**src/logic/bank_switch_pkg.sv**
```systemverilog
// Shared constants for the bank-switch external bus control block.
package bank_switch_pkg;
	// Register byte offsets on the AXI4-Lite slave.
	localparam logic [7:0] OFS_CTRL_A     = 8'h00;
	localparam logic [7:0] OFS_CTRL_B     = 8'h04;
	localparam logic [7:0] OFS_IRQ_STATUS = 8'h08;
	localparam logic [7:0] OFS_IRQ_CLEAR  = 8'h0C;
	localparam logic [7:0] OFS_IRQ_ENABLE = 8'h10;
	localparam logic [7:0] OFS_LIMIT      = 8'h14;
	// Control register field positions.
	localparam int CMP_MSB   = 15;
	localparam int CMP_LSB   = 12;
	localparam int GAP_BIT   = 11;
	localparam int IPI_BIT   = 8;
	localparam int HOLD_BIT  = 2;
	localparam int OFF_BIT   = 0;
	// Reset value and the bits that software may change.
	localparam logic [15:0] CTRL_RESET = 16'hF800;
	localparam logic [15:0] CTRL_WMASK = 16'hF905;
	// Interrupt status bit positions.
	localparam int IRQ_IPI_A = 0;
	localparam int IRQ_IPI_B = 1;
	localparam int IRQ_W     = 2;
	// Access space codes on the request port.
	localparam logic [1:0] SPACE_PROG = 2'h0;
	localparam logic [1:0] SPACE_DATA = 2'h1;
	localparam logic [1:0] SPACE_IO   = 2'h2;
	// AXI response codes.
	localparam logic [1:0] RESP_OKAY   = 2'h0;
	localparam logic [1:0] RESP_SLVERR = 2'h2;
endpackage : bank_switch_pkg

```
**src/logic/bank_ctrl_copy.sv**
```systemverilog
// One subsystem's copy of the bank-switch control register.
`timescale 1ns/100ps
module bank_ctrl_copy (
	input  wire logic        aclk,
	input  wire logic        aresetn,
	input  wire logic        wr_en,
	input  wire logic [15:0] wr_data,
	input  wire logic [1:0]  wr_lanes,
	output logic      [15:0] value,
	output logic             ipi_pulse
);
	logic [15:0] lane_mask;
	logic [15:0] merged;

	// Byte lanes select which halves change; reserved bits never change.
	always_comb begin
		lane_mask = {{8{wr_lanes[1]}}, {8{wr_lanes[0]}}} & bank_switch_pkg::CTRL_WMASK;
		merged    = (value & ~lane_mask) | (wr_data & lane_mask); // [RULE6]
	end

	// Register storage; bits 15-12 and 11 come up set.
	always_ff @(posedge aclk) begin
		if (!aresetn) begin
			value <= bank_switch_pkg::CTRL_RESET; // [RULE3] [RULE5] [RULE8] [RULE9]
		end else if (wr_en) begin
			value <= merged;
		end
	end

	// A new interrupt goes out only on a 0-to-1 change, so the bit must be cleared first.
	always_ff @(posedge aclk) begin
		if (!aresetn) begin
			ipi_pulse <= 1'b0;
		end else begin
			ipi_pulse <= wr_en && merged[bank_switch_pkg::IPI_BIT]
				&& !value[bank_switch_pkg::IPI_BIT]; // [RULE7]
		end
	end

	AST_RESERVED_ZERO: assert property (@(posedge aclk) disable iff (!aresetn) // [RULE6]
		(value & ~bank_switch_pkg::CTRL_WMASK) == 16'h0000)
		else $error("Reserved control bits changed.");
	AST_RESET_VALUE: assert property (@(posedge aclk) // [RULE3]
		$rose(aresetn) |-> value == bank_switch_pkg::CTRL_RESET)
		else $error("Control register reset value wrong.");
	AST_IPI_NEEDS_CLEAR: assert property (@(posedge aclk) disable iff (!aresetn) // [RULE7]
		ipi_pulse |-> value[bank_switch_pkg::IPI_BIT] && !$past(value[bank_switch_pkg::IPI_BIT]))
		else $error("Interrupt resent without clearing.");
endmodule : bank_ctrl_copy

```
**src/logic/bank_switch_bus_control.sv**
```systemverilog
// Bank-switch external bus control with AXI4-Lite registers.
// Operation
// RULE1: Add one bus cycle when an access crosses a bank inside program or data space.
// RULE2: Add one cycle moving program to data space or between program pages; code adds it for a space change only with bit 11, two reads.
// RULE3: Bits 15-12 mask upper address bits for bank compare; reset 1111 gives 4K.
// RULE4: Bank size spans 4K to 64K words through the mask field.
// RULE5: Bit 11 set adds a cycle between program and data reads.
// RULE6: Reserved bits 10-9, 7-3, 1 read zero and ignore writes.
// RULE7: Writing 1 to bit 8 interrupts the other side; clear before resending.
// RULE8: Bit 2 enables the bus holder keeping undriven data pins at last level.
// RULE9: Bit 0 turns the bus off after the current cycle completes.
// RULE10: While bus is off, mode configuration bit changes are blocked; the code only raises cfg_lock_a/cfg_lock_b and still accepts the writes.
// RULE11: Each subsystem has a copy; the granted one governs the interface.
// RULE12: 64K-word I/O space via port read and write, with I/O strobe asserted.
// RULE13: Subsystem select shows which subsystem performs the I/O access.
// RULE14: Detect a bank crossing by comparing masked upper bits with previous access.
`timescale 1ns/100ps
module bank_switch_bus_control (
	input  wire logic        aclk,
	input  wire logic        aresetn,
	// AXI4-Lite slave.
	input  wire logic [7:0]  s_axi_awaddr,
	input  wire logic        s_axi_awvalid,
	output logic             s_axi_awready,
	input  wire logic [31:0] s_axi_wdata,
	input  wire logic [3:0]  s_axi_wstrb,
	input  wire logic        s_axi_wvalid,
	output logic             s_axi_wready,
	output logic [1:0]       s_axi_bresp,
	output logic             s_axi_bvalid,
	input  wire logic        s_axi_bready,
	input  wire logic [7:0]  s_axi_araddr,
	input  wire logic        s_axi_arvalid,
	output logic             s_axi_arready,
	output logic [31:0]      s_axi_rdata,
	output logic [1:0]       s_axi_rresp,
	output logic             s_axi_rvalid,
	input  wire logic        s_axi_rready,
	output logic             irq,
	// Arbitration and access request from the cores.
	input  wire logic        grant_b,
	input  wire logic        acc_valid,
	output logic             acc_ready,
	input  wire logic [1:0]  acc_space,
	input  wire logic        acc_write,
	input  wire logic [15:0] acc_addr,
	input  wire logic [6:0]  acc_page,
	input  wire logic [15:0] acc_wdata,
	output logic [15:0]      acc_rdata,
	// Interprocessor interrupts and configuration locks.
	output logic             interprocessor_irq_to_a,
	output logic             interprocessor_irq_to_b,
	output logic             cfg_lock_a,
	output logic             cfg_lock_b,
	// External parallel bus pins.
	output logic [15:0]      ext_addr,
	output logic             ext_strobe_n,
	output logic             ext_write,
	output logic             io_space_strobe_n,
	output logic             subsystem_select,
	input  wire logic [15:0] parallel_data_pins_in,
	output logic [15:0]      parallel_data_pins_out,
	output logic             parallel_data_pins_oe,
	output logic             bus_holder_enable,
	output logic [15:0]      holder_level
);
	typedef enum {ST_IDLE, ST_GAP, ST_XFER} seq_state_t;

	// Register decode shared by the read and write paths.
	function automatic logic [2:0] reg_sel(input logic [7:0] addr);
		if (addr[1:0] != 2'h0 || addr >= bank_switch_pkg::OFS_LIMIT) begin
			reg_sel = 3'h7;
		end else begin
			reg_sel = {1'b0, addr[3:2]} | {addr[4], 2'h0};
		end
	endfunction : reg_sel

	////////////////////////////////////////////////////////////////////////////
	localparam int IRQ_W_L = bank_switch_pkg::IRQ_W;
	logic              wr_go;
	logic [2:0]        wsel;
	logic [1:0]        ctrl_wr;
	logic [15:0]       ctrl [2];
	logic [1:0]        ipi;
	logic [IRQ_W_L-1:0] status;
	logic [IRQ_W_L-1:0] enable;

	// Both write channels are taken together in one edge.
	assign wr_go         = s_axi_awvalid && s_axi_wvalid && !s_axi_bvalid;
	assign s_axi_awready = wr_go;
	assign s_axi_wready  = wr_go;
	assign wsel          = reg_sel(s_axi_awaddr);
	assign ctrl_wr[0]    = wr_go && wsel == 3'h0;
	assign ctrl_wr[1]    = wr_go && wsel == 3'h1;

	// One register copy for each subsystem.
	generate
		for (genvar i = 0; i < 2; i++) begin : g_copy
			bank_ctrl_copy u_copy (
				.aclk      (aclk),
				.aresetn   (aresetn),
				.wr_en     (ctrl_wr[i]),
				.wr_data   (s_axi_wdata[15:0]),
				.wr_lanes  (s_axi_wstrb[1:0]),
				.value     (ctrl[i]),
				.ipi_pulse (ipi[i])
			); // [RULE11]
		end
	endgenerate

	// Subsystem A's write interrupts B and the reverse.
	assign interprocessor_irq_to_b = ipi[0]; // [RULE7]
	assign interprocessor_irq_to_a = ipi[1]; // [RULE7]

	// Each side's lock output follows its own bus-off bit; the mode bits can still be written.
	assign cfg_lock_a = ctrl[0][bank_switch_pkg::OFF_BIT]; // [RULE10]
	assign cfg_lock_b = ctrl[1][bank_switch_pkg::OFF_BIT]; // [RULE10]

	// Write response one cycle after the write is taken.
	always_ff @(posedge aclk) begin
		if (!aresetn) begin
			s_axi_bvalid <= 1'b0;
			s_axi_bresp  <= bank_switch_pkg::RESP_OKAY;
		end else if (wr_go) begin
			s_axi_bvalid <= 1'b1;
			s_axi_bresp  <= (wsel == 3'h7) ? bank_switch_pkg::RESP_SLVERR
				: bank_switch_pkg::RESP_OKAY;
		end else if (s_axi_bready) begin
			s_axi_bvalid <= 1'b0;
		end
	end

	// Sticky status: a new event wins over a clear in the same cycle.
	always_ff @(posedge aclk) begin
		if (!aresetn) begin
			status <= '0;
		end else if (wr_go && wsel == 3'h3 && s_axi_wstrb[0]) begin
			status <= (status & ~s_axi_wdata[IRQ_W_L-1:0]) | {ipi[1], ipi[0]};
		end else begin
			status <= status | {ipi[1], ipi[0]};
		end
	end

	// Interrupt enable register.
	always_ff @(posedge aclk) begin
		if (!aresetn) begin
			enable <= '0;
		end else if (wr_go && wsel == 3'h4 && s_axi_wstrb[0]) begin
			enable <= s_axi_wdata[IRQ_W_L-1:0];
		end
	end

	assign irq = |(status & enable);

	////////////////////////////////////////////////////////////////////////////
	logic [2:0] rsel;

	assign s_axi_arready = !s_axi_rvalid;
	assign rsel          = reg_sel(s_axi_araddr);

	// Read data is registered; unmapped addresses return zero with an error.
	always_ff @(posedge aclk) begin
		if (!aresetn) begin
			s_axi_rvalid <= 1'b0;
			s_axi_rdata  <= 32'h0000_0000;
			s_axi_rresp  <= bank_switch_pkg::RESP_OKAY;
		end else if (s_axi_arvalid && !s_axi_rvalid) begin
			s_axi_rvalid <= 1'b1;
			s_axi_rresp  <= bank_switch_pkg::RESP_OKAY;
			case (rsel)
				3'h0: s_axi_rdata <= {16'h0000, ctrl[0]};
				3'h1: s_axi_rdata <= {16'h0000, ctrl[1]};
				3'h2: s_axi_rdata <= {30'h0, status};
				3'h4: s_axi_rdata <= {30'h0, enable};
				3'h3: s_axi_rdata <= 32'h0000_0000;
				default: begin
					s_axi_rdata <= 32'h0000_0000;
					s_axi_rresp <= bank_switch_pkg::RESP_SLVERR;
				end
			endcase
		end else if (s_axi_rready) begin
			s_axi_rvalid <= 1'b0;
		end
	end

	////////////////////////////////////////////////////////////////////////////
	seq_state_t  state;
	logic [15:0] gov;
	logic [3:0]  cmp_mask;
	logic        bus_off;
	logic        prev_ok;
	logic [1:0]  prev_space;
	logic        prev_write;
	logic [3:0]  prev_hi;
	logic [6:0]  prev_page;
	logic        bank_cross;
	logic        page_chg;
	logic        space_gap;
	logic        need_gap;
	logic        start;
	logic [15:0] pin_meta;
	logic [15:0] pin_sync;

	// The granted subsystem's copy steers the shared interface.
	assign gov      = grant_b ? ctrl[1] : ctrl[0]; // [RULE11]
	assign cmp_mask = gov[bank_switch_pkg::CMP_MSB:bank_switch_pkg::CMP_LSB]; // [RULE3] [RULE4]
	assign bus_off  = gov[bank_switch_pkg::OFF_BIT];

	// Masked upper bits against the previous access of the same space.
	assign bank_cross = prev_ok && acc_space == prev_space && acc_space != bank_switch_pkg::SPACE_IO
		&& ((acc_addr[15:12] ^ prev_hi) & cmp_mask) != 4'h0; // [RULE1] [RULE14]
	assign page_chg   = prev_ok && acc_space == bank_switch_pkg::SPACE_PROG
		&& prev_space == bank_switch_pkg::SPACE_PROG && acc_page != prev_page; // [RULE2]
	// Program/data turnaround, gated by the gap bit; applies only between two reads.
	assign space_gap  = prev_ok && gov[bank_switch_pkg::GAP_BIT] && !acc_write && !prev_write
		&& acc_space != prev_space && acc_space != bank_switch_pkg::SPACE_IO
		&& prev_space != bank_switch_pkg::SPACE_IO; // [RULE2] [RULE5]
	assign need_gap   = bank_cross || page_chg || space_gap;
	assign start      = state == ST_IDLE && acc_valid && !bus_off; // [RULE9]
	assign acc_ready  = state == ST_XFER;

	// Access sequencer; the idle cycle lets the old driver release the bus.
	always_ff @(posedge aclk) begin
		if (!aresetn) begin
			state <= ST_IDLE;
		end else begin
			case (state)
				ST_IDLE: if (start) begin
					state <= need_gap ? ST_GAP : ST_XFER; // [RULE1] [RULE2]
				end
				ST_GAP:  state <= ST_XFER;
				ST_XFER: state <= ST_IDLE;
				default: state <= ST_IDLE;
			endcase
		end
	end

	// History of the last completed access.
	always_ff @(posedge aclk) begin
		if (!aresetn) begin
			prev_ok    <= 1'b0;
			prev_space <= bank_switch_pkg::SPACE_PROG;
			prev_write <= 1'b0;
			prev_hi    <= 4'h0;
			prev_page  <= 7'h00;
		end else if (state == ST_XFER) begin
			prev_ok    <= 1'b1;
			prev_space <= acc_space;
			prev_write <= acc_write;
			prev_hi    <= acc_addr[15:12]; // [RULE14]
			prev_page  <= acc_page;
		end
	end

	// Pin outputs other than subsystem_select go live for the transfer cycle and idle otherwise.
	always_ff @(posedge aclk) begin
		if (!aresetn) begin
			ext_addr               <= 16'h0000;
			ext_strobe_n           <= 1'b1;
			ext_write              <= 1'b0;
			io_space_strobe_n      <= 1'b1;
			subsystem_select       <= 1'b0;
			parallel_data_pins_out <= 16'h0000;
			parallel_data_pins_oe  <= 1'b0;
		end else if ((start && !need_gap) || state == ST_GAP) begin
			ext_addr               <= acc_addr;
			ext_strobe_n           <= acc_space == bank_switch_pkg::SPACE_IO;
			ext_write              <= acc_write;
			io_space_strobe_n      <= acc_space != bank_switch_pkg::SPACE_IO; // [RULE12]
			subsystem_select       <= grant_b; // [RULE13]
			parallel_data_pins_out <= acc_wdata;
			parallel_data_pins_oe  <= acc_write;
		end else begin
			ext_addr               <= 16'h0000; // [RULE9]
			ext_strobe_n           <= 1'b1;
			ext_write              <= 1'b0;
			io_space_strobe_n      <= 1'b1;
			parallel_data_pins_out <= 16'h0000;
			parallel_data_pins_oe  <= 1'b0;
		end
	end

	// Data pins come from outside the clock domain and pass two flops.
	always_ff @(posedge aclk) begin
		if (!aresetn) begin
			pin_meta <= 16'h0000;
			pin_sync <= 16'h0000;
		end else begin
			pin_meta <= parallel_data_pins_in;
			pin_sync <= pin_meta;
		end
	end

	// Read data and holder level; the holder keeps the last seen bus value.
	always_ff @(posedge aclk) begin
		if (!aresetn) begin
			acc_rdata         <= 16'h0000;
			holder_level      <= 16'h0000;
			bus_holder_enable <= 1'b0;
		end else begin
			bus_holder_enable <= gov[bank_switch_pkg::HOLD_BIT]; // [RULE8]
			holder_level      <= parallel_data_pins_oe ? parallel_data_pins_out : pin_sync; // [RULE8]
			if (state == ST_XFER) begin
				acc_rdata <= pin_sync;
			end
		end
	end

	AST_BANK_GAP: assert property (@(posedge aclk) disable iff (!aresetn) // [RULE1]
		start && bank_cross |=> state == ST_GAP ##1 state == ST_XFER)
		else $error("Bank crossing did not insert one cycle.");
	AST_PAGE_GAP: assert property (@(posedge aclk) disable iff (!aresetn) // [RULE2]
		start && page_chg |=> state == ST_GAP)
		else $error("Program page change did not insert a cycle.");
	AST_NO_GAP: assert property (@(posedge aclk) disable iff (!aresetn) // [RULE5]
		start && !bank_cross && !page_chg && !gov[11] |=> state == ST_XFER)
		else $error("Cycle inserted without cause.");
	AST_IO_STROBE: assert property (@(posedge aclk) disable iff (!aresetn) // [RULE12]
		state == ST_XFER && acc_space == bank_switch_pkg::SPACE_IO |-> !io_space_strobe_n
		&& ext_strobe_n && ext_addr == acc_addr)
		else $error("I/O strobe missing during I/O transfer.");
	AST_SELECT: assert property (@(posedge aclk) disable iff (!aresetn) // [RULE13]
		start |=> ##[0:1] (state == ST_XFER && subsystem_select == $past(grant_b, 1)) or
		(state == ST_GAP ##1 subsystem_select == $past(grant_b, 1)))
		else $error("Subsystem select wrong for transfer.");
	AST_BUS_OFF: assert property (@(posedge aclk) disable iff (!aresetn) // [RULE9]
		state == ST_IDLE && bus_off |=> state == ST_IDLE && ext_strobe_n && io_space_strobe_n
		&& !parallel_data_pins_oe)
		else $error("Bus active while switched off.");
	AST_IRQ_STICKY: assert property (@(posedge aclk) disable iff (!aresetn) // [RULE7]
		ipi[0] |=> status[0] && (enable[0] -> irq))
		else $error("Interprocessor event not latched.");
	AST_GOVERN: assert property (@(posedge aclk) disable iff (!aresetn) // [RULE11]
		grant_b && ctrl[1][0] && !ctrl[0][0] && state == ST_IDLE |=> state == ST_IDLE)
		else $error("Wrong subsystem copy governs the bus.");
endmodule : bank_switch_bus_control

```
**config.mk**
```make
export PLATFORM = sky130hd
export DESIGN_NAME = bank_switch_bus_control
export DESIGN_NICKNAME = d
export VERILOG_FILES = /design/src/logic/bank_switch_pkg.sv /design/src/logic/bank_ctrl_copy.sv /design/src/logic/bank_switch_bus_control.sv
export SDC_FILE = /design/constraint.sdc
export NUM_CORES = 1
export LEC_CHECK = 0
export BUFFER_PORTS_ARGS = -buffer_cell sky130_fd_sc_hd__buf_2
export CAP_MARGIN = 5
export CELL_PAD_IN_SITES_DETAIL_PLACEMENT = 0
export CELL_PAD_IN_SITES_GLOBAL_PLACEMENT = 1
export CORE_MARGIN = 2
export CORE_UTILIZATION = 36
export CTS_CLUSTER_DIAMETER = 120
export DETAILED_ROUTE_END_ITERATION = 16
export GPL_TIMING_DRIVEN = 0
export PLACE_DENSITY_LB_ADDON = 0.15
export SETUP_SLACK_MARGIN = 0.3
export SYNTH_ARGS = -nofsm -noshare
export SYNTH_HDL_FRONTEND = slang
export SYNTH_SLANG_ARGS = --single-unit
```
**constraint.sdc**
```tcl
create_clock -name aclk -period 2.6 [get_ports aclk]
set_clock_uncertainty 0.1 [all_clocks]
set_input_delay 0.52 -clock aclk [delete_from_list [all_inputs] [get_ports aclk]]
set_output_delay 0.52 -clock aclk [all_outputs]
set_load 0.02 [all_outputs]
```
Word-level counts from Yosys, hierarchy flattened
Cells that the tools add are included.

Magnitude comparators: 2. Equal/unequal tests: 18. Multiplexer cells: 15. Bitwise operators: 15. Reduce and logical (&&, ||, !) cells: 55.

Operator list (number): $logic_not 32->1 (2); $pmux 16 s4 (1); $pmux 32 s2 (1); $and 16x16->16 (3); $eq 32x1->1 const B (1); $eq 32x2->1 const B (1); $eq 32x3->1 const B (1); $mux 16 (2); $mux 32 (1); $or 16x16->16 (2); $logic_and 1x1->1 (28); $ge 8x5->1 const B (2); $not 16->16 (1); $eq 3x2->1 const B (3); $eq 3x3->1 const B (3); $logic_not 1->1 (8); $mux 2 (4); $reduce_bool 2->1 (4); $ne 7x7->1 (1); $eq 3x1->1 const B (2); $logic_not 3->1 (2); $mux 3 (2); $ne 2x2->1 const B (3); $or 2x3->3 (2); 15 further kinds (25).

Register bits: 224. Input port bits: 119. Output and inout port bits: 117. Logic and storage cells: 133.

Logic depth before layout (Yosys ltp)
Depth after elaboration: 12. Mapped depth: 7. Depth with buffers taken out: 5.

By module
A second synthesis with hierarchy kept.

Cells, all modules: 638. Area, all modules: 6316.1 µm².

By module, submodules not included: bank_switch_bus_control (times used 1, cells an instance 542, area an instance 5422.7 µm², seq. area each 2842.7 µm²); bank_ctrl_copy (times used 2, cells an instance 48, area an instance 446.7 µm², seq. area each 180.2 µm²).

Least setup slack after synthesis
No wires, ideal clock.

Path kind: input port to flip-flop. Start: input s_axi_araddr[6]. End: register s_axi_rdata[1]. Data arrival time: 1.988 ns. Path slack: 0.450 ns. Stages: 6. Path buffers: 1. Cell sequence: or4_4 or4_4 buf_6 nor3_4 a21oi_2 nor2b_2.

Longest elaborated chain between the ends: 5.

RTL lines: start: declaration (RTL line bank_switch_bus_control.sv:32) `input wire logic [7:0] s_axi_araddr,`; $ge 8x5->1 * (RTL line bank_switch_bus_control.sv:71) `if (addr[1:0] != 2'h0 || addr >= bank_switch_pkg::OFS_LIMIT) begin`; $logic_or 1x1->1 * (RTL line bank_switch_bus_control.sv:71); $mux 3 * (RTL line bank_switch_bus_control.sv:71); $eq 3x3->1 (tied with other cells) (RTL line bank_switch_bus_control.sv:170) `case (rsel)`; $pmux 16 s4 * (RTL line bank_switch_bus_control.sv:170); end signal: assignment (RTL line bank_switch_bus_control.sv:171) `3'h0: s_axi_rdata <= {16'h0000, ctrl[0]};`; end signal: assignment (RTL line bank_switch_bus_control.sv:172) `3'h1: s_axi_rdata <= {16'h0000, ctrl[1]};`; end signal: assignment (RTL line bank_switch_bus_control.sv:173) `3'h2: s_axi_rdata <= {30'h0, status};`; end: declaration (RTL line bank_switch_bus_control.sv:35) `output logic [31:0] s_axi_rdata,`.

Every way passes the cells marked *; elsewhere a longest branch is shown, timed or not. A chain may end at the register's enable or synchronous reset.

Worst setup path in the final report
Start: input s_axi_araddr[6]. End: register s_axi_rdata[12].

Same word-level chain as after synthesis.

==> reports/results.tsv <==
metric	value	unit
status	finished clean	
clk sinks	153	
most frequent cells in the layout	buf_2, dfxtp_1, nand2_1, mux2i_1, and2_1	
FMAX	449	MHz
Rows	46	
CP arrival	2.49	ns
Yosys reg bits	153	
Yosys warnings	0	
CTS tree	done	
CTS Buffer Depth	2	
Req. time, crit path	2.86	ns
Post-Syn Instances	571	
die width	131	um
vias in the first global route	4573	
largest net degree at the start of global routing	17	
Nets	915	
Final setup violation count	0	
worst skew pair latency	0.42	ns
clk root buf	clkbuf_16	
DP Worst Slack	-0.138	ns
vias	4613	
most common cell after layout, fill and taps aside	buf_2	
DRT iter0 DRCs	150	
Die Y	131	um
Post-Syn Area	5840	um2
MaxCap Viol Count	0	
headroom to the max-slew limit	39.9	%
utilization after layout	48.5	%
Worst Setup End Kind	register	
fin worst setup slack	0.373	ns
DRT Pass-1 Iters	4	
GRT Total Usage	18.1	%
slew at the pin with the worst max-slew slack	0.900	ns
routed wire length	15.4	mm
initial antenna violation count	1	
final hold vios	0	
area of the die	17200	um2
top_reg_cell synth	dfxtp_1	
number of synthesized flops with an enable pin	0	
first-pass GRT wire length	24.3	mm
Post-CTS Hold Fix Bufs	0	
Max VDD drop	0.000406	V
Mean Syn Cell Area	10.2	um2
Final period util	85.7	%
Setup crit start kind	primary input	
sequential area share after synthesis	52.5	%
Synth area leaders	dfxtp_1, mux2i_1, nand2_1	
Crit Path Category	primary input to register	
CP max FO	7	
DRC Markers	0	
RSZ-0062 raised after global routing	no	
asr flop ratio synth	0	%
Area Growth Syn to Fin	32.0	%
fin crit period	2.23	ns
CTS buffer count	17	
Synth top area share	52.5	%
Leakage	0.00362	uW
area leader, netlist	dfxtp_1	
worst min path class	primary input to register	
HPWL Detailed	11.6	mm
Fin Hold WS	0.206	ns
I/O Buffers	181	
H-tree depth	4	
Yosys cell types	55	
n_diodes	0	
Final Max Slew Viols	0	
Hold Path Cell Cnt	2	
Power Density	704	nW/um2
DR WL/cell	15.0	um
CORE AREA	15900	um2
Starting Density	36.7	%
layout cells sized above 1	32.4	%
gr ovfl total	0	
DR vias/cell	4.50	
num ports	236	
DRT antenna net count	0	
clk slew on worst S/H paths	0.06	ns
RePlAce Congestion	0.776	
R2R depth	4	
## cells in the mapped netlist, drive strengths merged, types with 4 or more instances
cell type,count
a21boi,33
a22oi,7
and2,40
and3b,33
buf,31
clkbuf,29
dfxtp,153
inv,6
mux2i,43
nand2,85
nand2b,4
nand3,5
nor2,7
nor2b,28
o21a,4
o21ai,11
xnor2,11
## metrics by stage
stage	power (uW)	std cells	instance area [um2]	setup TNS, ns
after floorplan	2870	595	5930	0
after global placement	3080	992	7100	-2.32
after detailed placement	3100	992	7100	-3.34
after CTS	5490	1024	7680	0
after global routing	5660	1025	7710	0
final	5430	1025	7710	0
## state kept, by name, indices dropped and copies added, names as in the netlist, 2 cells and up, named ones only
| register | flops |
|---|---|
| enable | 2 |
| prev_page | 7 |
| pin_sync | 16 |
| g_copy.u_copy.value | 2 |
| prev_space | 2 |
| prev_hi | 4 |
| parallel_data_pins_out | 16 |
| state | 2 |
| pin_meta | 16 |
| g_copy.u_copy.ipi_pulse | 2 |
| acc_rdata | 16 |
| ext_addr | 16 |
| holder_level | 16 |
| status | 2 |
| s_axi_rdata | 9 |
## area by class of cell
| type | instances | area [um2] |
|---|---|---|
| fill | 1560 | 8180 |
| buffer | 60 | 357 |
| inverter | 6 | 22.5 |
| multi-input combinational | 376 | 2510 |
| sequential | 153 | 3060 |
| tap | 216 | 270 |
| timing repair buffer | 182 | 913 |
| clock buffer | 21 | 450 |
| clock inverter | 11 | 123 |
## critical path, cell delays in order
cell	delay, ns
buf_2	0.10
or4_4	0.57
nor4b_2	0.77
a22oi_1	0.22
o21ai_1	0.17
and2_1	0.13
## worst paths after layout
| kind | start | to | slack, ns |
|---|---|---|---|
| worst min-delay path | parallel_data_pins_in[2] | pin_meta[2]$_SDFF_PN0_ | 0.21 |
| worst min register to register | pin_meta[13]$_SDFF_PN0_ | pin_sync[13]$_SDFF_PN0_ | 0.33 |
| worst max-delay path | s_axi_araddr[6] | s_axi_rdata[12]$_SDFFE_PN0P_ | 0.37 |
| worst max register to register | parallel_data_pins_oe$_SDFF_PN0_ | holder_level[6]$_SDFF_PN0_ | 0.51 |
## per-layer routing
metal | vias up | GRT usage, % | part of all wire, %
li1 | 2311 | - | -
met1 | 2123 | 21.8 | 43
met2 | 166 | 30.4 | 48
met3 | 13 | 6.25 | 7.5
met4 | 0 | 5.92 | 1.1
met5 | - | 0 | 0
## timing repair
action / 4_1_cts / 5_1_grt
setup endpoints to repair: 3 / 33
resized for setup: 1 / 4
endpoints found under the hold margin: 0 / 0
pin swaps: 0 / 1
setup buffers: 0 / 1
## cells by family (layout without fill, tap and decap cells)
logic type	count (synthesis)	count (layout)	synth area share, %
AO/OA/AOI/OAI	71	71	8.83
XOR/XNOR	13	13	1.95
adder cells (fa/ha/maj)	1	1	0.171
buffers and inverters	66	280	6.43
flip-flops	153	153	52.5
multiplexers	43	43	7.37
other	1	25	0.0642
AND/OR/NAND/NOR	223	223	22.7
## report_power, final
group,internal [uW],switching [uW]
combinational,240,334
clock,1440,949
sequential,2430,38.9
(Power assumes the default switching activity.)
